## src/fpdc_pkg.sv

```systemverilog
// constants for the flat panel display control block
package fpdc_pkg;
	// flat-panel extension register indices (data port reached through an index port)
	localparam logic [7:0] IDX_FRC_OPT   = 8'h16;
	localparam logic [7:0] IDX_POLY      = 8'h17;
	localparam logic [7:0] IDX_TEXT      = 8'h18;
	localparam logic [7:0] IDX_BLINK     = 8'h19;
	localparam logic [7:0] IDX_FBUF      = 8'h1A;
	localparam logic [7:0] IDX_TOGGLE    = 8'h1E;
	localparam logic [7:0] IDX_DIAG      = 8'h1F;
	localparam logic [7:0] IDX_HSIZE     = 8'h20;
	localparam logic [7:0] IDX_HSYNC     = 8'h21;
	localparam logic [7:0] IDX_HOVF      = 8'h25;
	// reset values
	localparam logic [7:0] RST_FRC_OPT   = 8'h00;
	localparam logic [7:0] RST_POLY      = 8'h00;
	localparam logic [7:0] RST_TEXT      = 8'h00;
	localparam logic [7:0] RST_BLINK     = 8'h83;
	localparam logic [7:0] RST_FBUF      = 8'h00;
	localparam logic [7:0] RST_TOGGLE    = 8'h00;
	localparam logic [7:0] RST_DIAG      = 8'h00;
	localparam logic [7:0] RST_HSIZE     = 8'h00;
	localparam logic [7:0] RST_HSYNC     = 8'h00;
	localparam logic [7:0] RST_HOVF      = 8'h00;
	// field positions
	localparam int FRC_OPT_FRAME  = 2;
	localparam int FRC_OPT_SUB    = 1;
	localparam int FRC_OPT_MAT    = 0;
	localparam int FBUF_METHOD    = 7;
	localparam int FBUF_WIRING    = 6;
	localparam int FBUF_EDO       = 2;
	localparam int FBUF_ACCEL     = 1;
	localparam int FBUF_EN        = 0;
	localparam int TOG_FRAME      = 7;
	localparam int DIAG_RING      = 3;
	localparam int DIAG_BYPCLK    = 2;
	localparam int DIAG_BYPPAL    = 1;
	localparam int DIAG_IFDIAG    = 0;
	// counts, attribute codes and text swap modes
	localparam int DOT_DIV        = 8;
	localparam int GFX_BLINK_HALF = 16;
	localparam logic [6:0] TOG_MIN = 7'h02;
	localparam logic [7:0] ATTR_NORMAL = 8'h07;
	localparam logic [7:0] ATTR_BRIGHT = 8'h0F;
	localparam logic [1:0] TXT_BOTH    = 2'h1;
	localparam logic [1:0] TXT_PANEL   = 2'h2;
endpackage : fpdc_pkg

```

## src/fpdc_flat_panel_ctrl.sv

```systemverilog
// flat panel control: registers, dither options, blink, drive toggle, horizontal compares
`timescale 1ns/1ps
`default_nettype none
module fpdc_flat_panel_ctrl
	import fpdc_pkg::*;
#(
	parameter int HW = 12
)(
	input  wire logic        core_clk,
	input  wire logic        rst_n,
	input  wire logic [7:0]  regIndex,
	input  wire logic [7:0]  regWrData,
	input  wire logic        regWrite,
	output logic      [7:0]  regRdData,
	input  wire logic        dotClkEn,
	input  wire logic        frameStart,
	input  wire logic        vsyncPulse,
	input  wire logic        textMode,
	input  wire logic        crtMode,
	input  wire logic        hCountClear,
	input  wire logic [7:0]  attrIn,
	input  wire logic [2:0]  internalSel0,
	input  wire logic [23:0] internalSel1,
	input  wire logic [15:0] internalSel2,
	input  wire logic [13:0] internalSel3,
	input  wire logic [20:0] normalPins,
	input  wire logic        ringOscIn,
	output logic      [7:0]  attrCrt,
	output logic      [7:0]  attrPanel,
	output logic             ditherStep,
	output logic             subMatrix2x4,
	output logic             matrix16x32,
	output logic      [3:0]  polyRowOffset,
	output logic      [3:0]  polyColOffset,
	output logic             cursorBlinkOn,
	output logic             charBlinkOn,
	output logic             pixelBlinkOn,
	output logic             externalBuffer,
	output logic             oneCasTwoWe,
	output logic             edoDram,
	output logic      [2:0]  refreshPerLine,
	output logic             frameBufferEnable,
	output logic             panelFrameStart,
	output logic             alternating_drive_output,
	output logic      [23:0] panelPins,
	output logic             activity_pin,
	output logic             clockDividerBypass,
	output logic             paletteBypass,
	output logic             panelIfDiag,
	output logic      [HW-1:0] hCount,
	output logic             hDisplayEnable,
	output logic             hSyncStart
);
	logic [7:0] frcOpt_q, poly_q, text_q, blink_q, fbuf_q, toggle_q, diag_q, hsize_q, hsync_q, hovf_q;
	logic [2:0] dotDiv_q;
	logic       dotTick, panelFrame, accelPhase_q;
	logic       frameParity_q;
	logic [5:0] cursorCnt_q;
	logic       cursorPh_q, charPh_q;
	logic [4:0] gfxCnt_q;
	logic       gfxPh_q;
	logic [7:0] togCnt_q;
	logic       togFrameDiv_q, drive_q;
	logic [HW-1:0] hCnt_q;
	logic [HW-1:0] panelSize, syncStart;
	logic       hdeQ, hsyncQ;
	logic [1:0] pinMode;
	logic       swapCrt, swapPanel;
	logic [7:0] swapped;

	// register writes through the index/data port
	always_ff @(posedge core_clk or negedge rst_n)
	begin
		if (!rst_n)
		begin
			frcOpt_q <= RST_FRC_OPT;
			poly_q   <= RST_POLY;
			text_q   <= RST_TEXT;
			blink_q  <= RST_BLINK;
			fbuf_q   <= RST_FBUF;
			toggle_q <= RST_TOGGLE;
			diag_q   <= RST_DIAG;
			hsize_q  <= RST_HSIZE;
			hsync_q  <= RST_HSYNC;
			hovf_q   <= RST_HOVF;
		end
		else if (regWrite)
		begin
			unique case (regIndex)
				IDX_FRC_OPT: frcOpt_q <= regWrData;
				IDX_POLY:    poly_q   <= regWrData;
				IDX_TEXT:    text_q   <= {6'h00, regWrData[1:0]};
				IDX_BLINK:   blink_q  <= regWrData;
				IDX_FBUF:    fbuf_q   <= regWrData;
				IDX_TOGGLE:  toggle_q <= regWrData;
				IDX_DIAG:    diag_q   <= regWrData;
				IDX_HSIZE:   hsize_q  <= regWrData;
				IDX_HSYNC:   hsync_q  <= regWrData;
				IDX_HOVF:    hovf_q   <= regWrData;
				default:     ;
			endcase
		end
	end

	always_comb
	begin
		unique case (regIndex)
			IDX_FRC_OPT: regRdData = frcOpt_q;
			IDX_POLY:    regRdData = poly_q;
			IDX_TEXT:    regRdData = text_q;
			IDX_BLINK:   regRdData = blink_q;
			IDX_FBUF:    regRdData = fbuf_q;
			IDX_TOGGLE:  regRdData = toggle_q;
			IDX_DIAG:    regRdData = diag_q;
			IDX_HSIZE:   regRdData = hsize_q;
			IDX_HSYNC:   regRdData = hsync_q;
			IDX_HOVF:    regRdData = hovf_q;
			default:     regRdData = 8'h00;
		endcase
	end

	// dither options
	assign subMatrix2x4  = frcOpt_q[FRC_OPT_SUB];
	assign matrix16x32   = frcOpt_q[FRC_OPT_MAT];
	assign polyRowOffset = poly_q[7:4];
	assign polyColOffset = poly_q[3:0];

	always_ff @(posedge core_clk or negedge rst_n)
	begin
		if (!rst_n)
			frameParity_q <= 1'b0;
		else if (frameStart)
			frameParity_q <= ~frameParity_q;
	end
	// dither advances every frame, or only on even frames
	assign ditherStep = frameStart & (~frcOpt_q[FRC_OPT_FRAME] | frameParity_q);

	// text attribute swap
	assign swapCrt   = text_q[1:0] == TXT_BOTH;
	assign swapPanel = (text_q[1:0] == TXT_BOTH) | (text_q[1:0] == TXT_PANEL);
	assign swapped   = (attrIn == ATTR_NORMAL) ? ATTR_BRIGHT :
	                   (attrIn == ATTR_BRIGHT) ? ATTR_NORMAL : attrIn;
	assign attrCrt   = swapCrt ? swapped : attrIn;
	assign attrPanel = swapPanel ? swapped : attrIn;

	// cursor blink: toggles every (field+1) vsyncs
	always_ff @(posedge core_clk or negedge rst_n)
	begin
		if (!rst_n)
		begin
			cursorCnt_q <= 6'h00;
			cursorPh_q  <= 1'b0;
			charPh_q    <= 1'b0;
		end
		else if (vsyncPulse)
		begin
			if (cursorCnt_q >= blink_q[5:0])
			begin
				cursorCnt_q <= 6'h00;
				cursorPh_q  <= ~cursorPh_q;
				if (cursorPh_q)
					charPh_q <= ~charPh_q;
			end
			else
				cursorCnt_q <= cursorCnt_q + 6'h01;
		end
	end
	assign cursorBlinkOn = ~cursorPh_q;

	// char blink over a two-cursor-period cycle: quarters from {charPh,cursorPh}
	always_comb
	begin
		unique case (blink_q[7:6])
			2'b00:   charBlinkOn = ~cursorPh_q;
			2'b01:   charBlinkOn = ~charPh_q & ~cursorPh_q;
			2'b10:   charBlinkOn = ~charPh_q;
			default: charBlinkOn = ~(charPh_q & cursorPh_q);
		endcase
	end

	// graphics pixel blink, fixed
	always_ff @(posedge core_clk or negedge rst_n)
	begin
		if (!rst_n)
		begin
			gfxCnt_q <= 5'h00;
			gfxPh_q  <= 1'b0;
		end
		else if (vsyncPulse)
		begin
			if (gfxCnt_q == 5'(GFX_BLINK_HALF - 1))
			begin
				gfxCnt_q <= 5'h00;
				gfxPh_q  <= ~gfxPh_q;
			end
			else
				gfxCnt_q <= gfxCnt_q + 5'h01;
		end
	end
	assign pixelBlinkOn = ~gfxPh_q;

	// frame buffer selection
	assign externalBuffer    = fbuf_q[FBUF_METHOD];
	assign oneCasTwoWe       = externalBuffer & fbuf_q[FBUF_WIRING];
	assign edoDram           = externalBuffer & fbuf_q[FBUF_EDO];
	assign refreshPerLine    = externalBuffer ? fbuf_q[5:3] : 3'h0;
	assign frameBufferEnable = fbuf_q[FBUF_EN];

	// accelerator: an extra panel frame at mid-frame of each crt frame
	always_ff @(posedge core_clk or negedge rst_n)
	begin
		if (!rst_n)
			accelPhase_q <= 1'b0;
		else if (frameStart)
			accelPhase_q <= 1'b0;
		else if (vsyncPulse)
			accelPhase_q <= 1'b1;
	end
	assign panelFrame      = frameStart | (fbuf_q[FBUF_ACCEL] & vsyncPulse & ~accelPhase_q);
	assign panelFrameStart = panelFrame;

	// alternating drive output
	always_ff @(posedge core_clk or negedge rst_n)
	begin
		if (!rst_n)
		begin
			togCnt_q      <= 8'h00;
			togFrameDiv_q <= 1'b0;
			drive_q       <= 1'b0;
		end
		else if (toggle_q[TOG_FRAME])
		begin
			togCnt_q <= 8'h00;
			if (panelFrame)
			begin
				togFrameDiv_q <= ~togFrameDiv_q;
				if (!fbuf_q[FBUF_ACCEL] || togFrameDiv_q)
					drive_q <= ~drive_q;
			end
		end
		else if (hSyncStart && toggle_q[6:0] > TOG_MIN)
		begin
			// one bit wider than the field so the largest count cannot wrap
			if (togCnt_q >= {1'b0, toggle_q[6:0]} + 8'h01)
			begin
				togCnt_q <= 8'h00;
				drive_q  <= ~drive_q;
			end
			else
				togCnt_q <= togCnt_q + 8'h01;
		end
	end

	// horizontal counter on dot clock / 8
	always_ff @(posedge core_clk or negedge rst_n)
	begin
		if (!rst_n)
			dotDiv_q <= 3'h0;
		else if (dotClkEn)
			dotDiv_q <= dotDiv_q + 3'h1;
	end
	assign dotTick = dotClkEn & ((dotDiv_q == 3'(DOT_DIV - 1)) | diag_q[DIAG_BYPCLK]);

	assign panelSize = HW'({hovf_q[3:0], hsize_q});
	assign syncStart = HW'({hovf_q[7:4], hsync_q});

	always_ff @(posedge core_clk or negedge rst_n)
	begin
		if (!rst_n)
		begin
			hCnt_q <= '0;
			hdeQ   <= 1'b1;
			hsyncQ <= 1'b0;
		end
		else if (hCountClear)
		begin
			hCnt_q <= '0;
			hdeQ   <= 1'b1;
			hsyncQ <= 1'b0;
		end
		else if (dotTick)
		begin
			hCnt_q <= hCnt_q + HW'(1);
			if (hCnt_q == panelSize)
				hdeQ <= 1'b0;
			hsyncQ <= ~crtMode && (hCnt_q == syncStart);
		end
		else
			hsyncQ <= 1'b0;
	end
	assign hCount         = hCnt_q;
	assign hDisplayEnable = hdeQ;
	assign hSyncStart     = hsyncQ;

	// diagnostic pin routing
	assign pinMode = diag_q[5:4];
	always_comb
	begin
		unique case (pinMode)
			2'b00:   panelPins = {3'h0, normalPins};
			2'b01:   panelPins = internalSel1 ^ {21'h0, internalSel0};
			2'b10:   panelPins = {8'h00, internalSel2};
			default: panelPins = {10'h000, internalSel3};
		endcase
	end
	assign alternating_drive_output = drive_q;
	assign activity_pin       = diag_q[DIAG_RING] & ringOscIn;
	assign clockDividerBypass = diag_q[DIAG_BYPCLK];
	assign paletteBypass      = diag_q[DIAG_BYPPAL];
	assign panelIfDiag        = diag_q[DIAG_IFDIAG];

	// assertions
	a_cursor_reset_val: assert property (@(posedge core_clk) $rose(rst_n) |-> blink_q == RST_BLINK)
		else $error("blink register reset value wrong");
	a_ext_only_edo: assert property (@(posedge core_clk) disable iff (!rst_n)
		!fbuf_q[FBUF_METHOD] |-> !edoDram && !oneCasTwoWe && refreshPerLine == 3'h0)
		else $error("external-only bits active with embedded buffer");
	a_dither_alt: assert property (@(posedge core_clk) disable iff (!rst_n)
		frcOpt_q[FRC_OPT_FRAME] && frameStart && !frameParity_q |-> !ditherStep)
		else $error("dither stepped on odd frame");
	a_hde_end: assert property (@(posedge core_clk) disable iff (!rst_n)
		dotTick && !hCountClear && hCnt_q == panelSize |=> !hDisplayEnable)
		else $error("display enable not ended at panel size");
	a_hsync_start: assert property (@(posedge core_clk) disable iff (!rst_n)
		dotTick && !hCountClear && !crtMode && hCnt_q == syncStart |=> hSyncStart)
		else $error("sync start missed");
	a_gfx_blink: assert property (@(posedge core_clk) disable iff (!rst_n)
		$changed(gfxPh_q) |-> $past(gfxCnt_q) == 5'(GFX_BLINK_HALF - 1))
		else $error("graphics blink half period wrong");
	a_swap_panel: assert property (@(posedge core_clk) disable iff (!rst_n)
		text_q[1:0] == TXT_PANEL && attrIn == ATTR_NORMAL |-> attrPanel == ATTR_BRIGHT && attrCrt == ATTR_NORMAL)
		else $error("panel-only swap wrong");
	a_diag_normal: assert property (@(posedge core_clk) disable iff (!rst_n)
		diag_q[5:4] == 2'b00 |-> panelPins[20:0] == normalPins)
		else $error("pins not in normal mode");
	a_drive_hold: assert property (@(posedge core_clk) disable iff (!rst_n)
		!toggle_q[TOG_FRAME] && !$past(toggle_q[TOG_FRAME])
		&& toggle_q[6:0] <= TOG_MIN && $past(toggle_q[6:0]) <= TOG_MIN
		|-> $stable(drive_q))
		else $error("drive toggled with count not above two");
	a_drive_count: assert property (@(posedge core_clk) disable iff (!rst_n)
		$changed(drive_q) && !$past(toggle_q[TOG_FRAME]) |-> $past(togCnt_q) >= {1'b0, $past(toggle_q[6:0])} + 8'h01)
		else $error("drive toggled before hsync count reached");
	a_frame_toggle: assert property (@(posedge core_clk) disable iff (!rst_n)
		toggle_q[TOG_FRAME] && !fbuf_q[FBUF_ACCEL] && panelFrame |=> drive_q != $past(drive_q))
		else $error("drive missed a frame toggle");
endmodule : fpdc_flat_panel_ctrl
`default_nettype wire

```

## config.mk

```make
export PLATFORM = sky130hd
export DESIGN_NAME = fpdc_flat_panel_ctrl
export DESIGN_NICKNAME = d
export VERILOG_FILES = /design/src/fpdc_pkg.sv /design/src/fpdc_flat_panel_ctrl.sv
export SDC_FILE = /design/constraint.sdc
export NUM_CORES = 1
export LEC_CHECK = 0
export BUFFER_PORTS_ARGS = -buffer_cell sky130_fd_sc_hd__buf_2
export CAP_MARGIN = 25
export CORE_MARGIN = 8
export CORE_UTILIZATION = 53
export CTS_CLUSTER_SIZE = 8
export DETAILED_ROUTE_END_ITERATION = 8
export GPL_TIMING_DRIVEN = 0
export PLACE_DENSITY = 0.93
export SLEW_MARGIN = 30
export SYNTH_ARGS = -nofsm -noshare
export SYNTH_HDL_FRONTEND = slang
export SYNTH_SLANG_ARGS = --single-unit
```

## constraint.sdc

```tcl
create_clock -name core_clk -period 2.81 [get_ports core_clk]
set_input_delay 0.281 -clock core_clk [delete_from_list [all_inputs] [get_ports core_clk]]
set_output_delay 0.281 -clock core_clk [all_outputs]
set_load 0.01 [all_outputs]
```

# Yosys cells after proc, flatten, opt, wreduce, memory -nomap -nowiden

Cells that the tools add are included.

Register bits: 117
Logic and storage cells: 135
Bits of input ports: 112

$lt $le $gt $ge: 3
Eq/ne operators: 24
Bitwise operators: 24
Reductions and logical operators: 27
Add/sub/neg operators: 6
Mux-type cells: 27

Operators by type and width:

| kind                                                 | number |
|---|---|
| case mux 8 bit (10 select lines)                     | 1 |
| case mux 24 bit (3 select lines)                     | 1 |
| equality test 8 x 5 -> 1 bit (second input constant) | 7 |
| two-way mux 8 bit                                    | 7 |
| AND reduction 2 bit                                  | 14 |
| equality test 12 bit                                 | 2 |
| equality test 8 x 6 -> 1 bit (second input constant) | 3 |
| two-way mux 12 bit                                   | 2 |
| XOR 24 x 3 -> 24 bit                                 | 1 |
| adder 12 x 1 -> 12 bit (second input constant)       | 1 |
| two-way mux 1 bit                                    | 12 |
| inverter 1 bit                                       | 10 |
| nonzero test 2 bit                                   | 5 |
| bitwise AND 1 bit                                    | 9 |
| adder 7 x 1 -> 8 bit (second input constant)         | 1 |
| adder 8 x 1 -> 8 bit (second input constant)         | 1 |
| equality test 8 x 3 -> 1 bit (second input constant) | 1 |
| equality test 8 x 4 -> 1 bit (second input constant) | 1 |
| >= comparator 8 bit                                  | 1 |
| > comparator 7 x 2 -> 1 bit (second input constant)  | 1 |
| adder 6 x 1 -> 6 bit (second input constant)         | 1 |
| equality test 2 x 1 -> 1 bit (second input constant) | 3 |
| equality test 2 bit (second input constant)          | 3 |
| >= comparator 6 bit                                  | 1 |
| 17 further kinds                                     | 22 |

# Logic depth before layout (Yosys ltp)

Depth after elaboration: 5
Depth in mapped cells: 11
Gate-level depth less buffers: 10

# Worst setup path before layout

Ideal clock, no wire load.

Kind: flip-flop to flip-flop
Start: register toggle_q[2]
End: register togCnt_q[3]
Library setup time: 0.082 ns
Required time: 2.728 ns
Cell stages (with the launch flop): 12
Arrival: 2.177 ns
Path buffers: 2
Path slack: 0.551 ns
Cells stage by stage: dfrtp_1 > clkbuf_1 > nand3_1 > nor2_1 > nand3_1 > ha_1 > a21oi_1 > o21ai_0 > a21oi_1 > clkbuf_1 > nand3b_1 > a31oi_1

Cells in the longest elaborated chain, start to end: 5

Ends and longest elaborated chain:

| what                   | RTL line                    | source |
|---|---|---|
| start, declared        | fpdc_flat_panel_ctrl.sv:54  | `logic [7:0] frcOpt_q, poly_q, text_q, blink_q, fbuf_q, toggle_q, diag_q, hsize_q, hsync_q, hovf_q;` |
| start signal, assigned | fpdc_flat_panel_ctrl.sv:95  | `IDX_TOGGLE: toggle_q <= regWrData;` |
| adder 7 x 1 -> 8 bit   | fpdc_flat_panel_ctrl.sv:244 | `if (togCnt_q >= {1'b0, toggle_q[6:0]} + 8'h01)` |
| >= comparator 8 bit    | fpdc_flat_panel_ctrl.sv:244 |  |
| two-way mux 8 bit      | fpdc_flat_panel_ctrl.sv:244 |  |
| two-way mux 8 bit      | fpdc_flat_panel_ctrl.sv:241 | `else if (hSyncStart && toggle_q[6:0] > TOG_MIN)` |
| two-way mux 8 bit      | fpdc_flat_panel_ctrl.sv:231 | `else if (toggle_q[TOG_FRAME])` |
| end signal, assigned   | fpdc_flat_panel_ctrl.sv:250 | `togCnt_q <= togCnt_q + 8'h01;` |
| end, declared          | fpdc_flat_panel_ctrl.sv:62  | `logic [7:0] togCnt_q;` |

Several ways; a longest one is shown, not always the timed one. The select of a mux whose other input is x is not followed.
A chain may end at the register's enable or synchronous reset.

# Worst setup path in the final report

Start: register toggle_q[1]
End: output regRdData[1]

Cells in the longest elaborated chain, start to end: 1

Ends and longest elaborated chain:

| what                             | RTL line                    | source |
|---|---|---|
| case mux 8 bit (10 select lines) | fpdc_flat_panel_ctrl.sv:107 | `unique case (regIndex)` |
| end, declared                    | fpdc_flat_panel_ctrl.sv:14  | `output logic [7:0] regRdData,` |

Every way passes these cells.

==> impl_results.html <==
<table>
<tr><th>Metric</th><th>Value</th></tr>
<tr><th colspan="2">Global route</th></tr>
<tr><td>Number of global-route vias before repair</td><td>6,255</td></tr>
<tr><td>Grt ovf</td><td>0</td></tr>
<tr><td>Total GRT Usage</td><td>25.6%</td></tr>
<tr><td>First-pass GRT wire length</td><td>33,200 um</td></tr>
<tr><td>Initial antenna violation count</td><td>1</td></tr>
<tr><td>Largest net degree at the start of global routing</td><td>87</td></tr>
<tr><th colspan="2">Setup path</th></tr>
<tr><td>Slowest library cell on the worst path</td><td>sky130_fd_sc_hd__mux4_2</td></tr>
<tr><td>Endpoint type of the worst setup path</td><td>output port</td></tr>
<tr><td>Critical Path RT</td><td>2.53 ns</td></tr>
<tr><td>Startpoint of the worst-slack reg-to-reg timing path</td><td>toggle_q[2]</td></tr>
<tr><td>Worst Path Class, Setup</td><td>flip-flop to output port</td></tr>
<tr><td>Cell chain of the critical path</td><td>mux4_2 -&gt; a22oi_1 -&gt; nor2b_1 -&gt; or4_1 -&gt; buf_2</td></tr>
<tr><td>Crit path arrival time</td><td>2.32 ns</td></tr>
<tr><td>Critical Path Source</td><td>toggle_q[1]</td></tr>
<tr><td>Type of element launching the critical path</td><td>flip-flop</td></tr>
<tr><td>Top fanout value on the critical path</td><td>7</td></tr>
<tr><td>Max stage delay on crit path</td><td>0.51 ns</td></tr>
<tr><th colspan="2">Yosys</th></tr>
<tr><td>Summed instance area of the synthesized netlist</td><td>6920 um^2</td></tr>
<tr><td>Leading cell types by total area after synthesis</td><td>sky130_fd_sc_hd__dfrtp_1, sky130_fd_sc_hd__mux2_2, sky130_fd_sc_hd__mux4_2, sky130_fd_sc_hd__xor2_1, sky130_fd_sc_hd__ha_1</td></tr>
<tr><td>Synthesized Nets</td><td>757</td></tr>
<tr><td>Number of synthesized flops with an enable pin</td><td>0</td></tr>
<tr><td>Number of distinct library cell variants in the gate-level netlist after synthesis</td><td>57</td></tr>
<tr><td>Area leader, netlist</td><td>sky130_fd_sc_hd__dfrtp_1</td></tr>
<tr><td>Post-Syn Area per Cell</td><td>11.1 um^2</td></tr>
<tr><td>Flip-flop and latch count after synthesis</td><td>117</td></tr>
<tr><td>Sequential share of the synthesized area</td><td>42.4%</td></tr>
<tr><td>Post-synthesis async set-or-reset flop share</td><td>100%</td></tr>
<tr><td>Most used flip-flop cell after synthesis</td><td>sky130_fd_sc_hd__dfrtp_1</td></tr>
<tr><td>Yosys warning count</td><td>0</td></tr>
<tr><td>Top-area cell type share of the netlist area</td><td>40.8%</td></tr>
<tr><td>Count leader, synth</td><td>sky130_fd_sc_hd__dfrtp_1</td></tr>
<tr><td>Synthesized instance count</td><td>622</td></tr>
<tr><td>Synth top cells by count</td><td>sky130_fd_sc_hd__dfrtp_1, sky130_fd_sc_hd__mux2_2, sky130_fd_sc_hd__nand2_1, sky130_fd_sc_hd__xor2_1</td></tr>
<tr><th colspan="2">Placed design</th></tr>
<tr><td>Post-placement worst setup slack</td><td>0.00720 ns</td></tr>
<tr><td>DP Wirelength</td><td>15,900 um</td></tr>
<tr><td>Port buffer count</td><td>196</td></tr>
<tr><td>Placer's final routability congestion estimate</td><td>0.880</td></tr>
<tr><th colspan="2">Worst hold path</th></tr>
<tr><td>Hold Startpoint</td><td>crtMode</td></tr>
<tr><td>Class of the tightest hold or removal check</td><td>input pin to flip-flop</td></tr>
<tr><th colspan="2">Timing</th></tr>
<tr><td>Post-route minimum period</td><td>2.60 ns</td></tr>
<tr><td>Worst Tran Pin Value</td><td>0.932 ns</td></tr>
<tr><td>Worst slew margin</td><td>37.5%</td></tr>
<tr><td>Achievable Freq</td><td>384 MHz</td></tr>
<tr><td>Final Hold Violating Endpoints</td><td>0</td></tr>
<tr><td>Final period utilization</td><td>92.6%</td></tr>
<tr><td>Worst-case setup margin in the final layout</td><td>0.207 ns</td></tr>
<tr><td>Final Setup Violations</td><td>0</td></tr>
<tr><td>RSZ-0062 raised after global routing</td><td>false</td></tr>
<tr><td>Final Max Tran Viols</td><td>0</td></tr>
<tr><td>Worst setup skew after layout</td><td>0.00892 ns</td></tr>
<tr><td>Sum of negative setup slack</td><td>0 ns</td></tr>
<tr><th colspan="2">Drt</th></tr>
<tr><td>Wire length per cell</td><td>21.4 um</td></tr>
<tr><td>Number of detailed-route iterations in the first pass</td><td>5</td></tr>
<tr><td>Count of vias placed by the detailed router</td><td>6,144</td></tr>
<tr><td>Number of nets with antenna violations after detailed routing</td><td>0</td></tr>
<tr><td>Number of DRC markers after the initial detailed-route iteration</td><td>459</td></tr>
<tr><td>Remaining DRCs</td><td>0</td></tr>
<tr><td>Wire length reported by the detailed router</td><td>21,800 um</td></tr>
<tr><td>Via-to-Cell Ratio</td><td>6.02</td></tr>
<tr><th colspan="2">Floorplanning</th></tr>
<tr><td>Core Region</td><td>12,700 um^2</td></tr>
<tr><td>Total die area</td><td>17,000 um^2</td></tr>
<tr><td>Number of placement rows</td><td>41</td></tr>
<tr><td>Die height</td><td>130 um</td></tr>
<tr><td>Chip width</td><td>130 um</td></tr>
<tr><td>Num ports</td><td>201</td></tr>
<tr><td>Initial Utilization</td><td>54.6%</td></tr>
<tr><th colspan="2">Clock network</th></tr>
<tr><td>Clock latency on the worst-skew pair</td><td>0.42 ns</td></tr>
<tr><td>TritonCTS clock tree</td><td>built</td></tr>
<tr><td>Total CTS buffers</td><td>17</td></tr>
<tr><td>Clock Sink Count</td><td>117</td></tr>
<tr><td>Post-CTS clock slew at the launch and capture registers of the worst setup and hold paths</td><td>0.06 ns</td></tr>
<tr><td>Clock buffer depth</td><td>2</td></tr>
<tr><td>CTS H-tree lvls</td><td>4</td></tr>
<tr><td>Master cell of the clock root buffer</td><td>sky130_fd_sc_hd__clkbuf_16</td></tr>
<tr><th colspan="2">Pwr</th></tr>
<tr><td>VDD IR-drop max</td><td>423 uV</td></tr>
<tr><td>Leakage</td><td>4.37 nW</td></tr>
<tr><td>Areal power density over the cells</td><td>555 nW/um^2</td></tr>
<tr><th colspan="2">Layout</th></tr>
<tr><td># nets final</td><td>973</td></tr>
<tr><td>Flip-flop count of the largest register after layout</td><td>12</td></tr>
<tr><td>Area Growth Syn to Fin</td><td>25.6%</td></tr>
<tr><td>Share of layout cells above drive strength 1</td><td>41.9%</td></tr>
<tr><th colspan="2">Outcome</th></tr>
<tr><td>Outcome</td><td>complete, no violations</td></tr>
<tr><th colspan="2">Flow run</th></tr>
<tr><td>Total of max-cap violations</td><td>0</td></tr>
</table>
-- per-stage QoR --
stage | total power [mW] | cells | utilization (%) | cell area (um^2) | hold slack, ns
2_1_floorplan | 2.51 | 622 | - | 6920 | -0.0146
3_3_place_gp | 2.82 | 990 | 64.1 | 8120 | 0.451
3_5_place_dp | 2.87 | 991 | 64.4 | 8160 | 0.155
4_1_cts | 4.82 | 1021 | 68.6 | 8690 | 0.0193
5_1_grt | 5.02 | 1021 | 68.6 | 8690 | 0.0351
6_report | 4.82 | 1021 | 68.6 | 8690 | 0.0247
-- timing repair --
item | 4_1_cts | 5_1_grt
buffers inserted | 0 | 0
resized for setup | 1 | 1
endpoints found under the setup margin | 7 | 8
hold buffers | 1 | 0
hold endpoints to repair | 31 | 0
-- metal layers --
| metal | GRT usage, % | vias up | wire length, um |
|---|---|---|---|
| met2 | 43.0 | 427 | 10500 |
| met5 | 0 | - | 0 |
| met4 | 14.8 | 0 | 1040 |
| met3 | 7.75 | 90 | 2480 |
| met1 | 28.4 | 2943 | 7770 |
| li1 | - | 2684 | - |
-- cells by family after synthesis --
logic type,after synthesis,synth area share [%]
xor+xnor,53,6.70
mux,115,21.5
flops,117,42.4
compound gates,90,8.85
buf+inv,66,3.94
fa+ha+maj,23,4.16
simple gates,158,12.5
-- placed cells by master, fill, tap and decap left out, types with 4 or more instances in the layout --
master                      instances
sky130_fd_sc_hd__o21ai_0           22
sky130_fd_sc_hd__nand2_1           36
sky130_fd_sc_hd__xor2_1            35
sky130_fd_sc_hd__o2bb2ai_1          8
sky130_fd_sc_hd__a22oi_1            8
sky130_fd_sc_hd__nor2_1            29
sky130_fd_sc_hd__nand2b_1           4
sky130_fd_sc_hd__a21oi_1           13
sky130_fd_sc_hd__xnor2_1           18
sky130_fd_sc_hd__mux2_2            78
sky130_fd_sc_hd__buf_2            206
sky130_fd_sc_hd__nand4_1           10
sky130_fd_sc_hd__mux4_2            16
sky130_fd_sc_hd__and2_1            11
sky130_fd_sc_hd__inv_1             21
sky130_fd_sc_hd__mux2_4             8
sky130_fd_sc_hd__dfrtp_1          113
sky130_fd_sc_hd__ha_1              23
sky130_fd_sc_hd__clkbuf_1          31
sky130_fd_sc_hd__nand3b_1           7
sky130_fd_sc_hd__and3_1             7
sky130_fd_sc_hd__a31oi_1           11
sky130_fd_sc_hd__nor4_1             8
sky130_fd_sc_hd__a22o_1             5
sky130_fd_sc_hd__nand3_1           15
sky130_fd_sc_hd__clkbuf_16         17
sky130_fd_sc_hd__dfstp_2            4
sky130_fd_sc_hd__or3_1              4
sky130_fd_sc_hd__mux2i_1           13
sky130_fd_sc_hd__nor2b_1            7
sky130_fd_sc_hd__a221o_1            5
sky130_fd_sc_hd__clkinv_2           5
-- cell type report --
type                            instances  area, um^2
Antenna cell                            1        2.50
Inverter                               21        78.8
Timing Repair Buffer                  198        1030
Multi-Input combinational cell        439        3720
Clock inverter                          6        55.1
Fill cell                             838        3980
Buffer                                 44         191
Tap cell                              172         215
Clock buffer                           23         468
Sequential cell                       117        2930
-- worst max-delay path: cells and delay by family, from the launching register on --
kind / cells / cell delay (ns)
AND/OR/NAND/NOR: 2 / 0.54
buffers and inverters: 1 / 0.17
AO/OA/AOI/OAI: 1 / 0.23
multiplexers: 1 / 0.51
flip-flops: 1 / 0.47
-- power breakdown --
part / switching [mW] / total (mW) / internal (mW)
sequential: 0.146 / 2.00 / 1.85
combinational: 0.465 / 0.875 / 0.410
clock: 0.715 / 1.95 / 1.23
total: 1.33 / 4.82 / 3.50
-- final timing paths --
kind | slack [ns] | depth (start not counted) | end
max in group asynchronous | 1.78 | 3 | hDisplayEnable
worst min-delay path | 0.02 | 2 | hSyncStart
min in group asynchronous | 0.31 | 2 | alternating_drive_output
worst max register to register | 0.26 | 10 | togCnt_q[2]
worst max-delay path | 0.21 | 5 | regRdData[1]
worst min register to register | 0.48 | 1 | alternating_drive_output
No activity file was read; power rests on OpenSTA's default activity.
